<file path="src/verilog/cta_pkg.sv">
// Constants for the single-wire control-bus transmitter with its register file.
// Assumes a 40 MHz system clock and a slow tick derived from it at 32.768 kHz.
// How it works
// - Compare sampled line with driven level; mismatch loses.
// - Lost arbitration aborts the frame, left incomplete.
// - Always wait fixed seven free bit periods.
// - Any initiator needs five free bits minimum.
// - Polling in progress: incoming frames get NACK.
// - Frame starts three to four slow ticks after write.
// - Foreign frame at ticks 2-3 bus error, 3-4 lost.
package cta_pkg;
  // ****************************************
  // Register map (byte addresses).
  // ****************************************
  localparam logic [7:0] A_CTRL = 8'h00;  // Bit 0 is transmit_enable.
  localparam logic [7:0] A_SIGNAL_FREE_SETTING = 8'h04; // signal_free_setting, stored only.
  localparam logic [7:0] A_TXF = 8'h08;   // transmit_frame_reg, write starts a frame.
  localparam logic [7:0] A_RXA1 = 8'h0C;  // receive_address_one.
  localparam logic [7:0] A_RXA2 = 8'h10;  // receive_address_two.
  localparam logic [7:0] A_STS = 8'h14;   // Sticky status, read only.
  localparam logic [7:0] A_IEN = 8'h18;   // Interrupt enable.
  localparam logic [7:0] A_ICLR = 8'h1C;  // Status clear, write only.
  localparam logic [7:0] A_LINE = 8'h20;  // Live line and block state.
  // ****************************************
  // Field positions and reset values.
  // ****************************************
  localparam int ST_DONE = 0;  // Frame sent to the end.
  localparam int ST_BERR = 1;  // Bus error during start latency.
  localparam int ST_ARB = 2;   // Arbitration lost.
  localparam int TXF_EOM = 8;  // End-of-message bit of the frame register.
  localparam logic [3:0] ADDR_NONE = 4'hF;  // Unregistered address.
  localparam logic [3:0] SIGNAL_FREE_SETTING_RST = 4'h7;
  localparam logic [1:0] RESP_OK = 2'h0;
  localparam logic [1:0] RESP_ERR = 2'h2;
  // ****************************************
  // Timing.
  // ****************************************
  localparam int CLK_HZ = 40000000;
  localparam int SLOW_HZ = 32768;
  localparam int DIV_CNT = CLK_HZ / SLOW_HZ;  // System cycles per slow tick.
  localparam int BIT_US = 2400;     // Nominal bit period.
  localparam int ZERO_US = 1500;    // Low time of a zero.
  localparam int ONE_US = 600;      // Low time of a one.
  localparam int SLOW_US = 3700;    // Low time of the start bit.
  localparam int SBIT_US = 4500;    // Whole start bit.
  localparam int SAMP_US = 1050;    // Sample point in a bit.
  localparam int BIT_TK = BIT_US * SLOW_HZ / 1000000;
  localparam int ZERO_TK = ZERO_US * SLOW_HZ / 1000000;
  localparam int ONE_TK = ONE_US * SLOW_HZ / 1000000;
  localparam int SLOW_TK = SLOW_US * SLOW_HZ / 1000000;
  localparam int SBIT_TK = SBIT_US * SLOW_HZ / 1000000;
  localparam int SAMP_TK = SAMP_US * SLOW_HZ / 1000000;
  localparam int FREE_BITS = 7;  // Fixed wait before driving.
  localparam int MIN_FREE_BITS = 5;
  localparam int LAT_BERR = 2;   // Latency tick count giving bus error.
  localparam int LAT_ARB = 3;    // Latency tick count giving lost arbitration.
  localparam int LAT_LAST = 3;   // Count at which the fourth tick ends latency.
  localparam int ACK_IDX = 9;    // Bit index of the acknowledge slot.
  // ****************************************
  // Transmit sequencer states.
  // ****************************************
  typedef enum logic [5:0] {
    S_IDLE = 6'h01,
    S_LAT = 6'h02,
    S_WFREE = 6'h04,
    S_START = 6'h08,
    S_BIT = 6'h10,
    S_HUNG = 6'h20
  } cta_state_t;
endpackage

</file>
<file path="src/verilog/cta_slow.sv">
// Slow tick divider and line signal-free timer.
// Assumes the line input is synchronous to the system clock.
`timescale 1ns/100ps
module cta_slow #(
  parameter int DIV = cta_pkg::DIV_CNT,
  parameter int BIT_TK = cta_pkg::BIT_TK
) (
  input wire logic i_clk,
  input wire logic i_arst_n,
  input wire logic i_line,
  output logic o_tick,
  output logic o_free_ok
);
  localparam int FREE_TK = cta_pkg::FREE_BITS * BIT_TK;
  localparam int MIN_TK = cta_pkg::MIN_FREE_BITS * BIT_TK;
  logic [11:0] div_r;   // System cycles within one slow tick.
  logic [10:0] free_r;  // Slow ticks the line has stayed high.
  // ****************************************
  // Divider: one-cycle pulse per slow period.
  // ****************************************
  always_ff @(posedge i_clk or negedge i_arst_n) begin
    if (!i_arst_n) begin
      div_r <= 12'h000;
      o_tick <= 1'b0;
    end else if (div_r == 12'(DIV - 1)) begin
      div_r <= 12'h000;
      o_tick <= 1'b1;
    end else begin
      div_r <= div_r + 12'h001;
      o_tick <= 1'b0;
    end
  end
  // Counts idle line time; any low level restarts it, saturates at the top.
  always_ff @(posedge i_clk or negedge i_arst_n) begin
    if (!i_arst_n) begin
      free_r <= 11'h000;
    end else if (!i_line) begin
      free_r <= 11'h000;
    end else if (o_tick && free_r != 11'h7FF) begin
      free_r <= free_r + 11'h001;
    end
  end
  // Line has been idle for the fixed seven-bit time. The first tick after the line goes
  // high may come at once, so one tick more is counted to keep the wait at full length.
  assign o_free_ok = free_r > 11'(FREE_TK);
  // Check helper: system cycles of high line, counted apart from the tick logic.
  logic [20:0] high_r;
  always_ff @(posedge i_clk or negedge i_arst_n) begin
    if (!i_arst_n) begin
      high_r <= 21'h000000;
    end else if (!i_line) begin
      high_r <= 21'h000000;
    end else if (high_r != 21'h1FFFFF) begin
      high_r <= high_r + 21'h000001;
    end
  end
endmodule // cta_slow

</file>
<file path="src/verilog/cta_top.sv">
// Transmitter for a shared open-drain control line with an AXI4-Lite register file.
// Assumes AXI4-Lite masters per the protocol and an external wired-AND line.
`timescale 1ns/100ps
module cta_top #(
  parameter int DIV = cta_pkg::DIV_CNT,
  parameter int BIT_TK = cta_pkg::BIT_TK
) (
  input wire logic I_CLK,
  input wire logic I_ARST_N,
  input wire logic [7:0] I_AWADDR,
  input wire logic I_AWVALID,
  output logic O_AWREADY,
  input wire logic [31:0] I_WDATA,
  input wire logic [3:0] I_WSTRB,
  input wire logic I_WVALID,
  output logic O_WREADY,
  output logic [1:0] O_BRESP,
  output logic O_BVALID,
  input wire logic I_BREADY,
  input wire logic [7:0] I_ARADDR,
  input wire logic I_ARVALID,
  output logic O_ARREADY,
  output logic [31:0] O_RDATA,
  output logic [1:0] O_RRESP,
  output logic O_RVALID,
  input wire logic I_RREADY,
  input wire logic I_CEC_IN,
  output logic O_CEC_OUT,
  output logic O_CEC_OE,
  output logic O_ACK_EN,
  output logic O_IRQ
);
  // ****************************************
  // Declarations.
  // ****************************************
  cta_pkg::cta_state_t state_r;  // Sequencer state.
  logic aw_got_r, w_got_r;       // Address or data of a write is held.
  logic [7:0] awaddr_r;          // Held write address.
  logic [31:0] wdata_r;          // Held write data.
  logic [3:0] wstrb_r;           // Held write strobes.
  logic wr_en;                   // Register write happens this cycle.
  logic transmit_enable_r;                  // transmit_enable.
  logic [3:0] signal_free_setting_r;           // signal_free_setting.
  logic [8:0] txf_r;             // transmit_frame_reg.
  logic [3:0] rxa1_r, rxa2_r;    // Receive addresses.
  logic [2:0] sts_r, ien_r;      // Sticky status and its enables.
  logic [2:0] evt, clr;          // Status set and clear this cycle.
  logic [7:0] tcnt_r;            // Slow ticks within a bit.
  logic [3:0] idx_r;             // Bit index, ack slot last.
  logic [2:0] lat_r;             // Slow ticks since the frame write.
  logic ack_seen_r;              // Line was low in the ack slot.
  logic tick, free_ok;           // From the slow timer.
  logic tx_go, cur_bit, polling;
  logic arb_hit, berr_hit, lat_arb, done_hit;
  // Decodes the implemented addresses, used for reads and writes alike.
  function automatic logic reg_known(input logic [7:0] a);
    reg_known = (a <= cta_pkg::A_LINE) && (a[1:0] == 2'h0);
  endfunction
  cta_slow #(.DIV(DIV), .BIT_TK(BIT_TK)) u_slow (
    .i_clk(I_CLK),
    .i_arst_n(I_ARST_N),
    .i_line(I_CEC_IN),
    .o_tick(tick),
    .o_free_ok(free_ok)
  );
  // ****************************************
  // AXI4-Lite write channel.
  // ****************************************
  assign wr_en = aw_got_r && w_got_r && !O_BVALID;
  // Takes address and data in either order, answers once both are held.
  always_ff @(posedge I_CLK or negedge I_ARST_N) begin
    if (!I_ARST_N) begin
      aw_got_r <= 1'b0;
      w_got_r <= 1'b0;
      awaddr_r <= 8'h00;
      wdata_r <= 32'h0000_0000;
      wstrb_r <= 4'h0;
      O_AWREADY <= 1'b0;
      O_WREADY <= 1'b0;
      O_BVALID <= 1'b0;
      O_BRESP <= cta_pkg::RESP_OK;
    end else begin
      O_AWREADY <= !aw_got_r && !(I_AWVALID && O_AWREADY);
      O_WREADY <= !w_got_r && !(I_WVALID && O_WREADY);
      if (I_AWVALID && O_AWREADY) begin
        aw_got_r <= 1'b1;
        awaddr_r <= I_AWADDR;
      end
      if (I_WVALID && O_WREADY) begin
        w_got_r <= 1'b1;
        wdata_r <= I_WDATA;
        wstrb_r <= I_WSTRB;
      end
      if (wr_en) begin
        O_BVALID <= 1'b1;
        O_BRESP <= reg_known(awaddr_r) ? cta_pkg::RESP_OK : cta_pkg::RESP_ERR;
      end else if (O_BVALID && I_BREADY) begin
        // Response taken: both channels open again.
        O_BVALID <= 1'b0;
        aw_got_r <= 1'b0;
        w_got_r <= 1'b0;
        O_AWREADY <= 1'b1;
        O_WREADY <= 1'b1;
      end
    end
  end
  // Software registers; any nonzero strobe writes the whole field, and the frame's EOM bit 8 sits in byte 1.
  always_ff @(posedge I_CLK or negedge I_ARST_N) begin
    if (!I_ARST_N) begin
      transmit_enable_r <= 1'b0;
      signal_free_setting_r <= cta_pkg::SIGNAL_FREE_SETTING_RST;
      txf_r <= 9'h000;
      rxa1_r <= cta_pkg::ADDR_NONE;
      rxa2_r <= cta_pkg::ADDR_NONE;
      ien_r <= 3'h0;
    end else if (wr_en && wstrb_r != 4'h0) begin
      case (awaddr_r)
        cta_pkg::A_CTRL: transmit_enable_r <= wdata_r[0];
        cta_pkg::A_SIGNAL_FREE_SETTING: signal_free_setting_r <= wdata_r[3:0];
        cta_pkg::A_TXF: if (tx_go) txf_r <= wdata_r[8:0];
        cta_pkg::A_RXA1: rxa1_r <= wdata_r[3:0];
        cta_pkg::A_RXA2: rxa2_r <= wdata_r[3:0];
        cta_pkg::A_IEN: ien_r <= wdata_r[2:0];
        default: ;
      endcase
    end
  end
  // ****************************************
  // AXI4-Lite read channel.
  // ****************************************
  // One read at a time; data is latched with the valid flag.
  always_ff @(posedge I_CLK or negedge I_ARST_N) begin
    if (!I_ARST_N) begin
      O_ARREADY <= 1'b0;
      O_RVALID <= 1'b0;
      O_RDATA <= 32'h0000_0000;
      O_RRESP <= cta_pkg::RESP_OK;
    end else if (I_ARVALID && O_ARREADY) begin
      O_ARREADY <= 1'b0;
      O_RVALID <= 1'b1;
      O_RRESP <= reg_known(I_ARADDR) ? cta_pkg::RESP_OK : cta_pkg::RESP_ERR;
      case (I_ARADDR)
        cta_pkg::A_CTRL: O_RDATA <= {31'h0, transmit_enable_r};
        cta_pkg::A_SIGNAL_FREE_SETTING: O_RDATA <= {28'h0, signal_free_setting_r};
        cta_pkg::A_TXF: O_RDATA <= {23'h0, txf_r};
        cta_pkg::A_RXA1: O_RDATA <= {28'h0, rxa1_r};
        cta_pkg::A_RXA2: O_RDATA <= {28'h0, rxa2_r};
        cta_pkg::A_STS: O_RDATA <= {29'h0, sts_r};
        cta_pkg::A_IEN: O_RDATA <= {29'h0, ien_r};
        cta_pkg::A_LINE: O_RDATA <= {28'h0, ack_seen_r, O_ACK_EN, state_r != cta_pkg::S_IDLE, I_CEC_IN};
        default: O_RDATA <= 32'h0000_0000;
      endcase
    end else if (O_RVALID && I_RREADY) begin
      O_RVALID <= 1'b0;
      O_ARREADY <= 1'b1;
    end else begin
      O_ARREADY <= !O_RVALID;
    end
  end
  // ****************************************
  // Events of the transmit sequencer.
  // ****************************************
  // Frame write is taken only while enabled and idle.
  assign tx_go = wr_en && awaddr_r == cta_pkg::A_TXF && transmit_enable_r && state_r == cta_pkg::S_IDLE;
  assign cur_bit = (idx_r == 4'(cta_pkg::ACK_IDX)) ? 1'b1 :
                   (idx_r == 4'h8) ? txf_r[cta_pkg::TXF_EOM] : txf_r[4'h7 - idx_r[2:0]];
  // A header-only frame to its own initiator is a polling message.
  assign polling = txf_r[cta_pkg::TXF_EOM] && txf_r[7:4] == txf_r[3:0];
  // Sample point: released line read low, or driven level not seen.
  assign arb_hit = state_r == cta_pkg::S_BIT && tick && tcnt_r == 8'(cta_pkg::SAMP_TK - 1)
                   && idx_r != 4'(cta_pkg::ACK_IDX) && I_CEC_IN != cur_bit;
  assign berr_hit = state_r == cta_pkg::S_LAT && !I_CEC_IN && lat_r == 3'(cta_pkg::LAT_BERR);
  assign lat_arb = state_r == cta_pkg::S_LAT && !I_CEC_IN && lat_r == 3'(cta_pkg::LAT_ARB);
  assign done_hit = state_r == cta_pkg::S_BIT && tick && tcnt_r == 8'(BIT_TK - 1)
                    && idx_r == 4'(cta_pkg::ACK_IDX);
  assign evt = {arb_hit || lat_arb, berr_hit, done_hit};
  assign clr = (wr_en && awaddr_r == cta_pkg::A_ICLR) ? wdata_r[2:0] : 3'h0;
  // ****************************************
  // Transmit sequencer.
  // ****************************************
  // Walks latency, free wait, start bit, eight data bits, end bit, ack slot.
  always_ff @(posedge I_CLK or negedge I_ARST_N) begin
    if (!I_ARST_N) begin
      state_r <= cta_pkg::S_IDLE;
      O_CEC_OE <= 1'b0;
      tcnt_r <= 8'h00;
      idx_r <= 4'h0;
      lat_r <= 3'h0;
      ack_seen_r <= 1'b0;
    end else if (!transmit_enable_r) begin
      // Disabling drops any frame and frees a hung sequencer.
      state_r <= cta_pkg::S_IDLE;
      O_CEC_OE <= 1'b0;
    end else begin
      case (state_r)
        cta_pkg::S_IDLE: begin
          O_CEC_OE <= 1'b0;
          lat_r <= 3'h0;
          if (tx_go) state_r <= cta_pkg::S_LAT;
        end
        cta_pkg::S_LAT: begin
          if (berr_hit || lat_arb) begin
            state_r <= cta_pkg::S_IDLE;
          end else if (!I_CEC_IN) begin
            // Foreign frame within the first two ticks leaves it stuck.
            state_r <= cta_pkg::S_HUNG;
          end else if (tick) begin
            lat_r <= lat_r + 3'h1;
            if (lat_r == 3'(cta_pkg::LAT_LAST)) state_r <= cta_pkg::S_WFREE;
          end
        end
        cta_pkg::S_WFREE: begin
          if (free_ok) begin
            state_r <= cta_pkg::S_START;
            O_CEC_OE <= 1'b1;
            tcnt_r <= 8'h00;
          end
        end
        cta_pkg::S_START: begin
          if (tick) begin
            tcnt_r <= tcnt_r + 8'h01;
            if (tcnt_r == 8'(cta_pkg::SLOW_TK - 1)) O_CEC_OE <= 1'b0;
            if (tcnt_r == 8'(cta_pkg::SBIT_TK - 1)) begin
              state_r <= cta_pkg::S_BIT;
              tcnt_r <= 8'h00;
              idx_r <= 4'h0;
              O_CEC_OE <= 1'b1;
            end
          end
        end
        cta_pkg::S_BIT: begin
          if (arb_hit) begin
            state_r <= cta_pkg::S_IDLE;
            O_CEC_OE <= 1'b0;
          end else if (tick) begin
            tcnt_r <= tcnt_r + 8'h01;
            if (tcnt_r == (cur_bit ? 8'(cta_pkg::ONE_TK - 1) : 8'(cta_pkg::ZERO_TK - 1))) O_CEC_OE <= 1'b0;
            if (tcnt_r == 8'(cta_pkg::SAMP_TK - 1) && idx_r == 4'(cta_pkg::ACK_IDX)) ack_seen_r <= !I_CEC_IN;
            if (done_hit) begin
              state_r <= cta_pkg::S_IDLE;
            end else if (tcnt_r == 8'(BIT_TK - 1)) begin
              idx_r <= idx_r + 4'h1;
              tcnt_r <= 8'h00;
              O_CEC_OE <= 1'b1;
            end
          end
        end
        cta_pkg::S_HUNG: O_CEC_OE <= 1'b0;
        default: state_r <= cta_pkg::S_IDLE;
      endcase
    end
  end
  // ****************************************
  // Status, interrupt and line outputs.
  // ****************************************
  // Sticky flags: an event in the clearing cycle survives.
  always_ff @(posedge I_CLK or negedge I_ARST_N) begin
    if (!I_ARST_N) begin
      sts_r <= 3'h0;
    end else begin
      sts_r <= (sts_r & ~clr) | evt;
    end
  end
  // Interrupt level follows enabled status one cycle later.
  always_ff @(posedge I_CLK or negedge I_ARST_N) begin
    if (!I_ARST_N) begin
      O_IRQ <= 1'b0;
    end else begin
      O_IRQ <= |(sts_r & ien_r);
    end
  end
  // Receive side acknowledges only when not polling and an address is set.
  always_ff @(posedge I_CLK or negedge I_ARST_N) begin
    if (!I_ARST_N) begin
      O_ACK_EN <= 1'b0;
      O_CEC_OUT <= 1'b0;
    end else begin
      O_ACK_EN <= !(polling && state_r != cta_pkg::S_IDLE)
                  && (rxa1_r != cta_pkg::ADDR_NONE || rxa2_r != cta_pkg::ADDR_NONE);
      O_CEC_OUT <= 1'b0;
    end
  end
endmodule // cta_top

</file>
<file path="config.mk">
export PLATFORM = sky130hd
export DESIGN_NAME = cta_top
export DESIGN_NICKNAME = d
export VERILOG_FILES = /design/src/verilog/cta_pkg.sv /design/src/verilog/cta_slow.sv /design/src/verilog/cta_top.sv
export SDC_FILE = /design/constraint.sdc
export NUM_CORES = 1
export LEC_CHECK = 0
export ABC_AREA = 1
export BUFFER_PORTS_ARGS = -buffer_cell sky130_fd_sc_hd__buf_4
export CORE_ASPECT_RATIO = 0.75
export CORE_MARGIN = 2
export CORE_UTILIZATION = 57
export CTS_BUF_LIST = sky130_fd_sc_hd__clkbuf_16
export CTS_CLUSTER_SIZE = 30
export DETAILED_ROUTE_END_ITERATION = 10
export GPL_ROUTABILITY_DRIVEN = 0
export HOLD_SLACK_MARGIN = 0.15
export PLACE_DENSITY = 0.9
export SYNTH_ARGS = -nofsm -noshare
export SYNTH_HDL_FRONTEND = slang
export SYNTH_HIERARCHICAL = 1
export SYNTH_SLANG_ARGS = --single-unit
</file>
<file path="constraint.sdc">
create_clock -name I_CLK -period 2.5 [get_ports I_CLK]
set_input_delay 0.5 -clock I_CLK [delete_from_list [all_inputs] [get_ports I_CLK]]
set_output_delay 0.5 -clock I_CLK [all_outputs]
set_load 0.02 [all_outputs]
</file>
Word-level counts from Yosys, hierarchy flattened --
Index checks and enable logic that the tools add are counted. Widths: inputs -> output; s select.
Storage, ports and cells: logic and storage cells 241, flip-flop bits (word level) 141, output and inout bits 45, bits of input ports 60
Cells by class: $lt $le $gt $ge 4, bitwise logic cells 5, mux-type cells 72, add/subtract/negate cells 6, reductions and logical operators 65, equal/unequal tests 58
Operators by type and width (count):
- $mux 6 | 13
- $pmux 9 s8 | 1
- $mux 8 | 7
- $eq 8x5->1 const B | 6
- $pmux 6 s6 | 1
- $eq 8x4->1 const B | 4
- $logic_and 1x1->1 | 30
- $mux 1 | 30
- $mux 4 | 6
- $pmux 8 s3 | 1
- $mux 11 | 2
- $ne 4x4->1 const B | 5
- $eq 8x3->1 const B | 2
- $eq 8x6->1 const B | 2
- $eq 8x7->1 const B | 2
- $le 8x6->1 const B | 2
- $logic_not 8->1 | 2
- $reduce_and 5->1 | 3
- $ne 2x2->1 const B | 7
- $add 12x1->12 const B | 1
- $eq 12x11->1 const B | 1
- $mux 12 | 1
- $mux 3 | 4
- $add 11x1->11 const B | 1
- other kinds (48) | 76

Longest topological paths before layout --
depth after elaboration 14, depth in mapped cells 15, gate-level depth less buffers 15

Hierarchy --
Netlist, hierarchy kept.
Modules (own cells, without submodules):
- cta_top | instances 1, area each 5147.4 um^2, cells each 639, seq. area each 2317.2 um^2
- cta_slow | instances 1, area each 1313.8 um^2, cells each 168, seq. area each 600.6 um^2

Worst setup path after synthesis --
No wires, ideal clock.
path kind register to register, from register tcnt_r[1], to register state_r[3], slack 713 ps, data required time 2379 ps, clock period less this slack 1787 ps, stages on the path, launching flop included 14, buffers on the path 0, library setup time 121 ps, arrival 1667 ps, cells stage by stage dfrtp_1 > inv_1 > ha_1 > inv_1 > nor2_1 > nand3_1 > nor2_1 > nand2_4 > nor2_8 > nand3_4 > nand3_2 > nand3_4 > nand2_1 > o21ai_1
Between the ends: longest elaborated chain between the ends 7, elaborated cells on any way between the ends 15, classes of those cells eq/ne: 6; mux: 3; reduce/logical: 6
RTL lines:
- start: declaration | RTL line cta_top.sv:48 | logic [7:0] tcnt_r;
- start signal: assignment | RTL line cta_top.sv:221 | tcnt_r <= tcnt_r + 8'h01;
- start signal: assignment | RTL line cta_top.sv:236 | tcnt_r <= tcnt_r + 8'h01;
- $eq 8x6->1 | RTL line cta_top.sv:170 | assign arb_hit = state_r == cta_pkg::S_BIT && tick && tcnt_r == 8'(cta_pkg::SAMP_TK - 1)
- $logic_and 1x1->1 | RTL line cta_top.sv:170
- $logic_and 1x1->1 (2 in a row) | RTL line cta_top.sv:171 | && idx_r != 4'(cta_pkg::ACK_IDX) && I_CEC_IN != cur_bit;
- $mux 6 | RTL line cta_top.sv:232 | if (arb_hit) begin
- $pmux 6 s6 | RTL line cta_top.sv:195 | case (state_r)
- $mux 6 | RTL line cta_top.sv:190 | end else if (!transmit_enable_r) begin
- end signal: assignment | RTL line cta_top.sv:192 | state_r <= cta_pkg::S_IDLE;
- end signal: assignment | RTL line cta_top.sv:199 | if (tx_go) state_r <= cta_pkg::S_LAT;
- end signal: assignment | RTL line cta_top.sv:233 | state_r <= cta_pkg::S_IDLE;
- end: declaration | RTL line cta_top.sv:36 | cta_pkg::cta_state_t state_r;
Several ways; a longest one is shown, not always the timed one. A chain may end at the register's enable or synchronous reset.

Worst setup path after layout --
from register u_slow.free_r[0], to register tcnt_r[2]
Between the ends: longest elaborated chain between the ends 3
RTL lines:
- start: declaration | RTL line cta_slow.sv:17 | logic [10:0] free_r;
- start signal: assignment | RTL line cta_slow.sv:40 | free_r <= free_r + 11'h001;
- $gt 11x10->1 | RTL line cta_slow.sv:45 | assign o_free_ok = free_r > 11'(FREE_TK);
- named net free_ok | RTL line cta_top.sv:52 | logic tick, free_ok;
- $ne 2x2->1 (no source line)
- $reduce_and 6->1 (no source line)
The timed path passes the listed nets, and every way through them passes these cells.

==> metrics.txt <==
vias in the first global route=5362; final setup fails=0; Total Routing Usage GR=26.9%; via count=5722; ANT nets after route=0; Hold EP=wstrb_r[3]; met2 WL=7060 um; Root Buffer Master=clkbuf_16; fmax=440 MHz; Tmin final=2.28 ns; largest fanout on the critical path=5; worst skew pair latency=0.41 ns; RSZ-0062 raised after global routing=no; Final Cell Area=0.00755 mm^2; # diodes=0; maxcap violations=0; max-slew violations=0; Worst R2R End=tcnt_r[2]; core area=0.0110 mm^2; Via density=5.57; CTS H-tree depth=4; CTS tree=built; clock sink count=116; number of library cell types mapped by synthesis=47; status=completed; WP buf/inv=1; critical path class=reg -> reg; Yosys warning count=6; Largest stage delay, worst path=0.43 ns; share of the synthesized area in the top cell type=40.3%; dpl hpwl=11200 um; die area=0.0122 mm^2; Pwr Density=817 mW/mm^2; post-synthesis sequential area ratio=45.2%; Fin. Hold Viols=0; cell repeated most along the worst path=nand2_1; DIE WIDTH=127 um; drt wl/cell=15.2 um; CTS Buffer Depth=2; critical path depth in cells=11; DIE HEIGHT=96.2 um; crit path cell chain=inv_1, ha_1, o21ai_0, nand2_1, nand3_1, nand2_1, nand2_1, o21ai_2, nor3_4, nand3_1, and3_1; total CTS buffers=17; slowest CP cell=dfrtp_1; DRT Pass-1 Iters=6; worst relative slew slack=50.4%; layout cells sized above 1=16.8%; Mean Syn Cell Area=8.01 um^2; Layout Skew=0.00672 ns; Reg2Reg Depth=11; Initial Util=58.8%; worst min path class=in -> reg; LEAKAGE=3.68 nW; Worst Tran Pin Value=0.737 ns; Hold Path Stages=3; dpl cell area=0.00695 mm^2; largest cells by area after synthesis=dfrtp_1 40%, nand2_1 12%, inv_1 6.4%; hold path start=I_WSTRB[3]; Yosys top cell by area=dfrtp_1; Worst Path Required=2.80 ns; R2R Setup Slk=0.22 ns; Final Net Count=950; metal3 WL=1800 um; CP endpoint kind=flip-flop; IO buf count=55; mapped cell area=0.00646 mm^2; max layer used=met4; Fin Setup TNS=0 ns; total global routing overflow=0; total I/O pin count=105; wire length on met1=6540 um; delay-heaviest family, CP=simple AND/OR/NAND/NOR gates; total wire length=15600 um; area grow syn2layout=16.9%; row cnt=33; peak supply drop=816 uV; register clock-pin slew on the reported worst setup and hold paths=0.05 ns; Reg-to-Reg Start=u_slow/free_r[0]; Post-Syn Instances=807; first-pass GRT wire length=25700 um; critical path startpoint category=flip-flop; DR iter-0 viols=625; FF+latch count, synth=116; Residual DRC=0; largest net degree at the start of global routing=44; crit path DAT=2.57 ns; crit share post-route=91.0%; initial antenna violation count=0
==> area by class of cell <==
| type | instances | area (um^2) |
|---|---|---|
| flip-flops and latches | 116 | 2920 |
| clock inverters | 13 | 169 |
| multi-input cells | 566 | 2970 |
| fillers | 823 | 3430 |
| repair buffers | 60 | 465 |
| inverters | 116 | 435 |
| clock buffers | 17 | 425 |
| well taps | 140 | 175 |
==> Yosys cell counts, drive strengths merged <==
master / number
clkinv: 1
and3: 2
o2111ai: 2
nand3: 66
nor2: 64
inv: 115
a41oi: 1
o31ai: 7
a31oi: 2
o21ai: 86
nand2: 211
nor4: 6
or2: 2
nor3: 20
xor2: 9
ha: 13
dfstp: 12
nand4: 18
clkbuf: 4
nor4b: 1
conb: 1
a21oi: 15
o221ai: 3
o22ai: 5
buf: 30
o21bai: 3
xnor2: 3
a21boi: 1
dfrtp: 104
==> metrics by stage <==
stage          cells  utilization, %  hold slack (ns)  power [mW]  worst slack [ns]
2_1_floorplan    832               -            0.204        3.30             0.713
5_1_grt         1028            68.8            0.278        6.47            0.0758
3_5_place_dp     997            63.3            0.458        3.71             0.362
4_1_cts         1028            68.8            0.276        6.19             0.323
3_3_place_gp     997            63.3            0.452        3.64             0.442
6_report        1028            68.8            0.281        6.17             0.225
==> layer usage <==
layer  up-vias  track usage (%)
li1       2722                -
met1      2643             35.9
met2       327             42.8
met3        30             8.62
met4         0             7.97
met5         -                0
==> cell usage in the layout, fill, tap and decap left out, types with 3 or more instances in the layout <==
master,n
nand2_1,199
inv_1,113
dfrtp_1,104
buf_4,58
nor2_1,53
nand3_1,53
o21ai_0,53
o21ai_1,31
conb_1,26
nand4_1,17
clkbuf_16,17
nor3_1,16
a21oi_1,15
ha_1,13
dfstp_2,12
nand2_2,9
xor2_1,9
nand3_2,8
nor2_2,7
o31ai_1,7
nor4_1,5
nand3_4,5
o22ai_1,5
inv_2,4
bufinv_16,4
nor2_4,3
nand2_4,3
clkinv_1,3
o221ai_1,3
nor3_4,3
xnor2_1,3
==> tightest hold or removal path, delay by kind of cell <==
| kind | cells | cell delay [ns] |
|---|---|---|
| buffers and inverters | 1 | 0.07 |
| and+or+nand+nor | 2 | 0.08 |
==> where the power goes <==
part           internal [mW]  switching (mW)
Sequential              2.28           0.242
Clock                   1.63           0.812
Combinational          0.377           0.824
==> logic make-up (layout without fill, tap and decap cells) <==
family / count (synthesis) / count (layout) / share of synthesized area [%]
compound gates: 125 / 125 / 10.8
xor+xnor: 12 / 12 / 1.63
fa+ha+maj: 13 / 13 / 2.52
buf+inv: 150 / 206 / 10.4
flops: 116 / 116 / 45.2
other cells: 1 / 26 / 0.0580
simple gates: 390 / 390 / 29.4
==> worst max-delay path by stage <==
stage | startpoint | end
after detailed placement | u_slow/free_r[0] | tcnt_r[2]
after global routing | u_slow/free_r[0] | tcnt_r[3]
after global placement | u_slow/free_r[0] | tcnt_r[2]
final | u_slow/free_r[0] | tcnt_r[2]
after CTS | u_slow/free_r[0] | tcnt_r[2]
after floorplan | tcnt_r[1] | state_r[3]
==> sequential cells by signal, indices dropped and copies added (netlist names), 6 cells and up <==
name,cells
u_slow/div_r,12
O_RDATA,9
state_r,6
wdata_r,9
txf_r,9
u_slow/free_r,11
awaddr_r,8
tcnt_r,8
==> repair_timing <==
item                       4_1_cts  5_1_grt
hold buffers                     1        0
setup buffers                    0        0
gates resized for setup          0        0
hold endpoints to repair        33        0
setup endpoints to repair        0        0
Power figures use the tool's default switching activity.
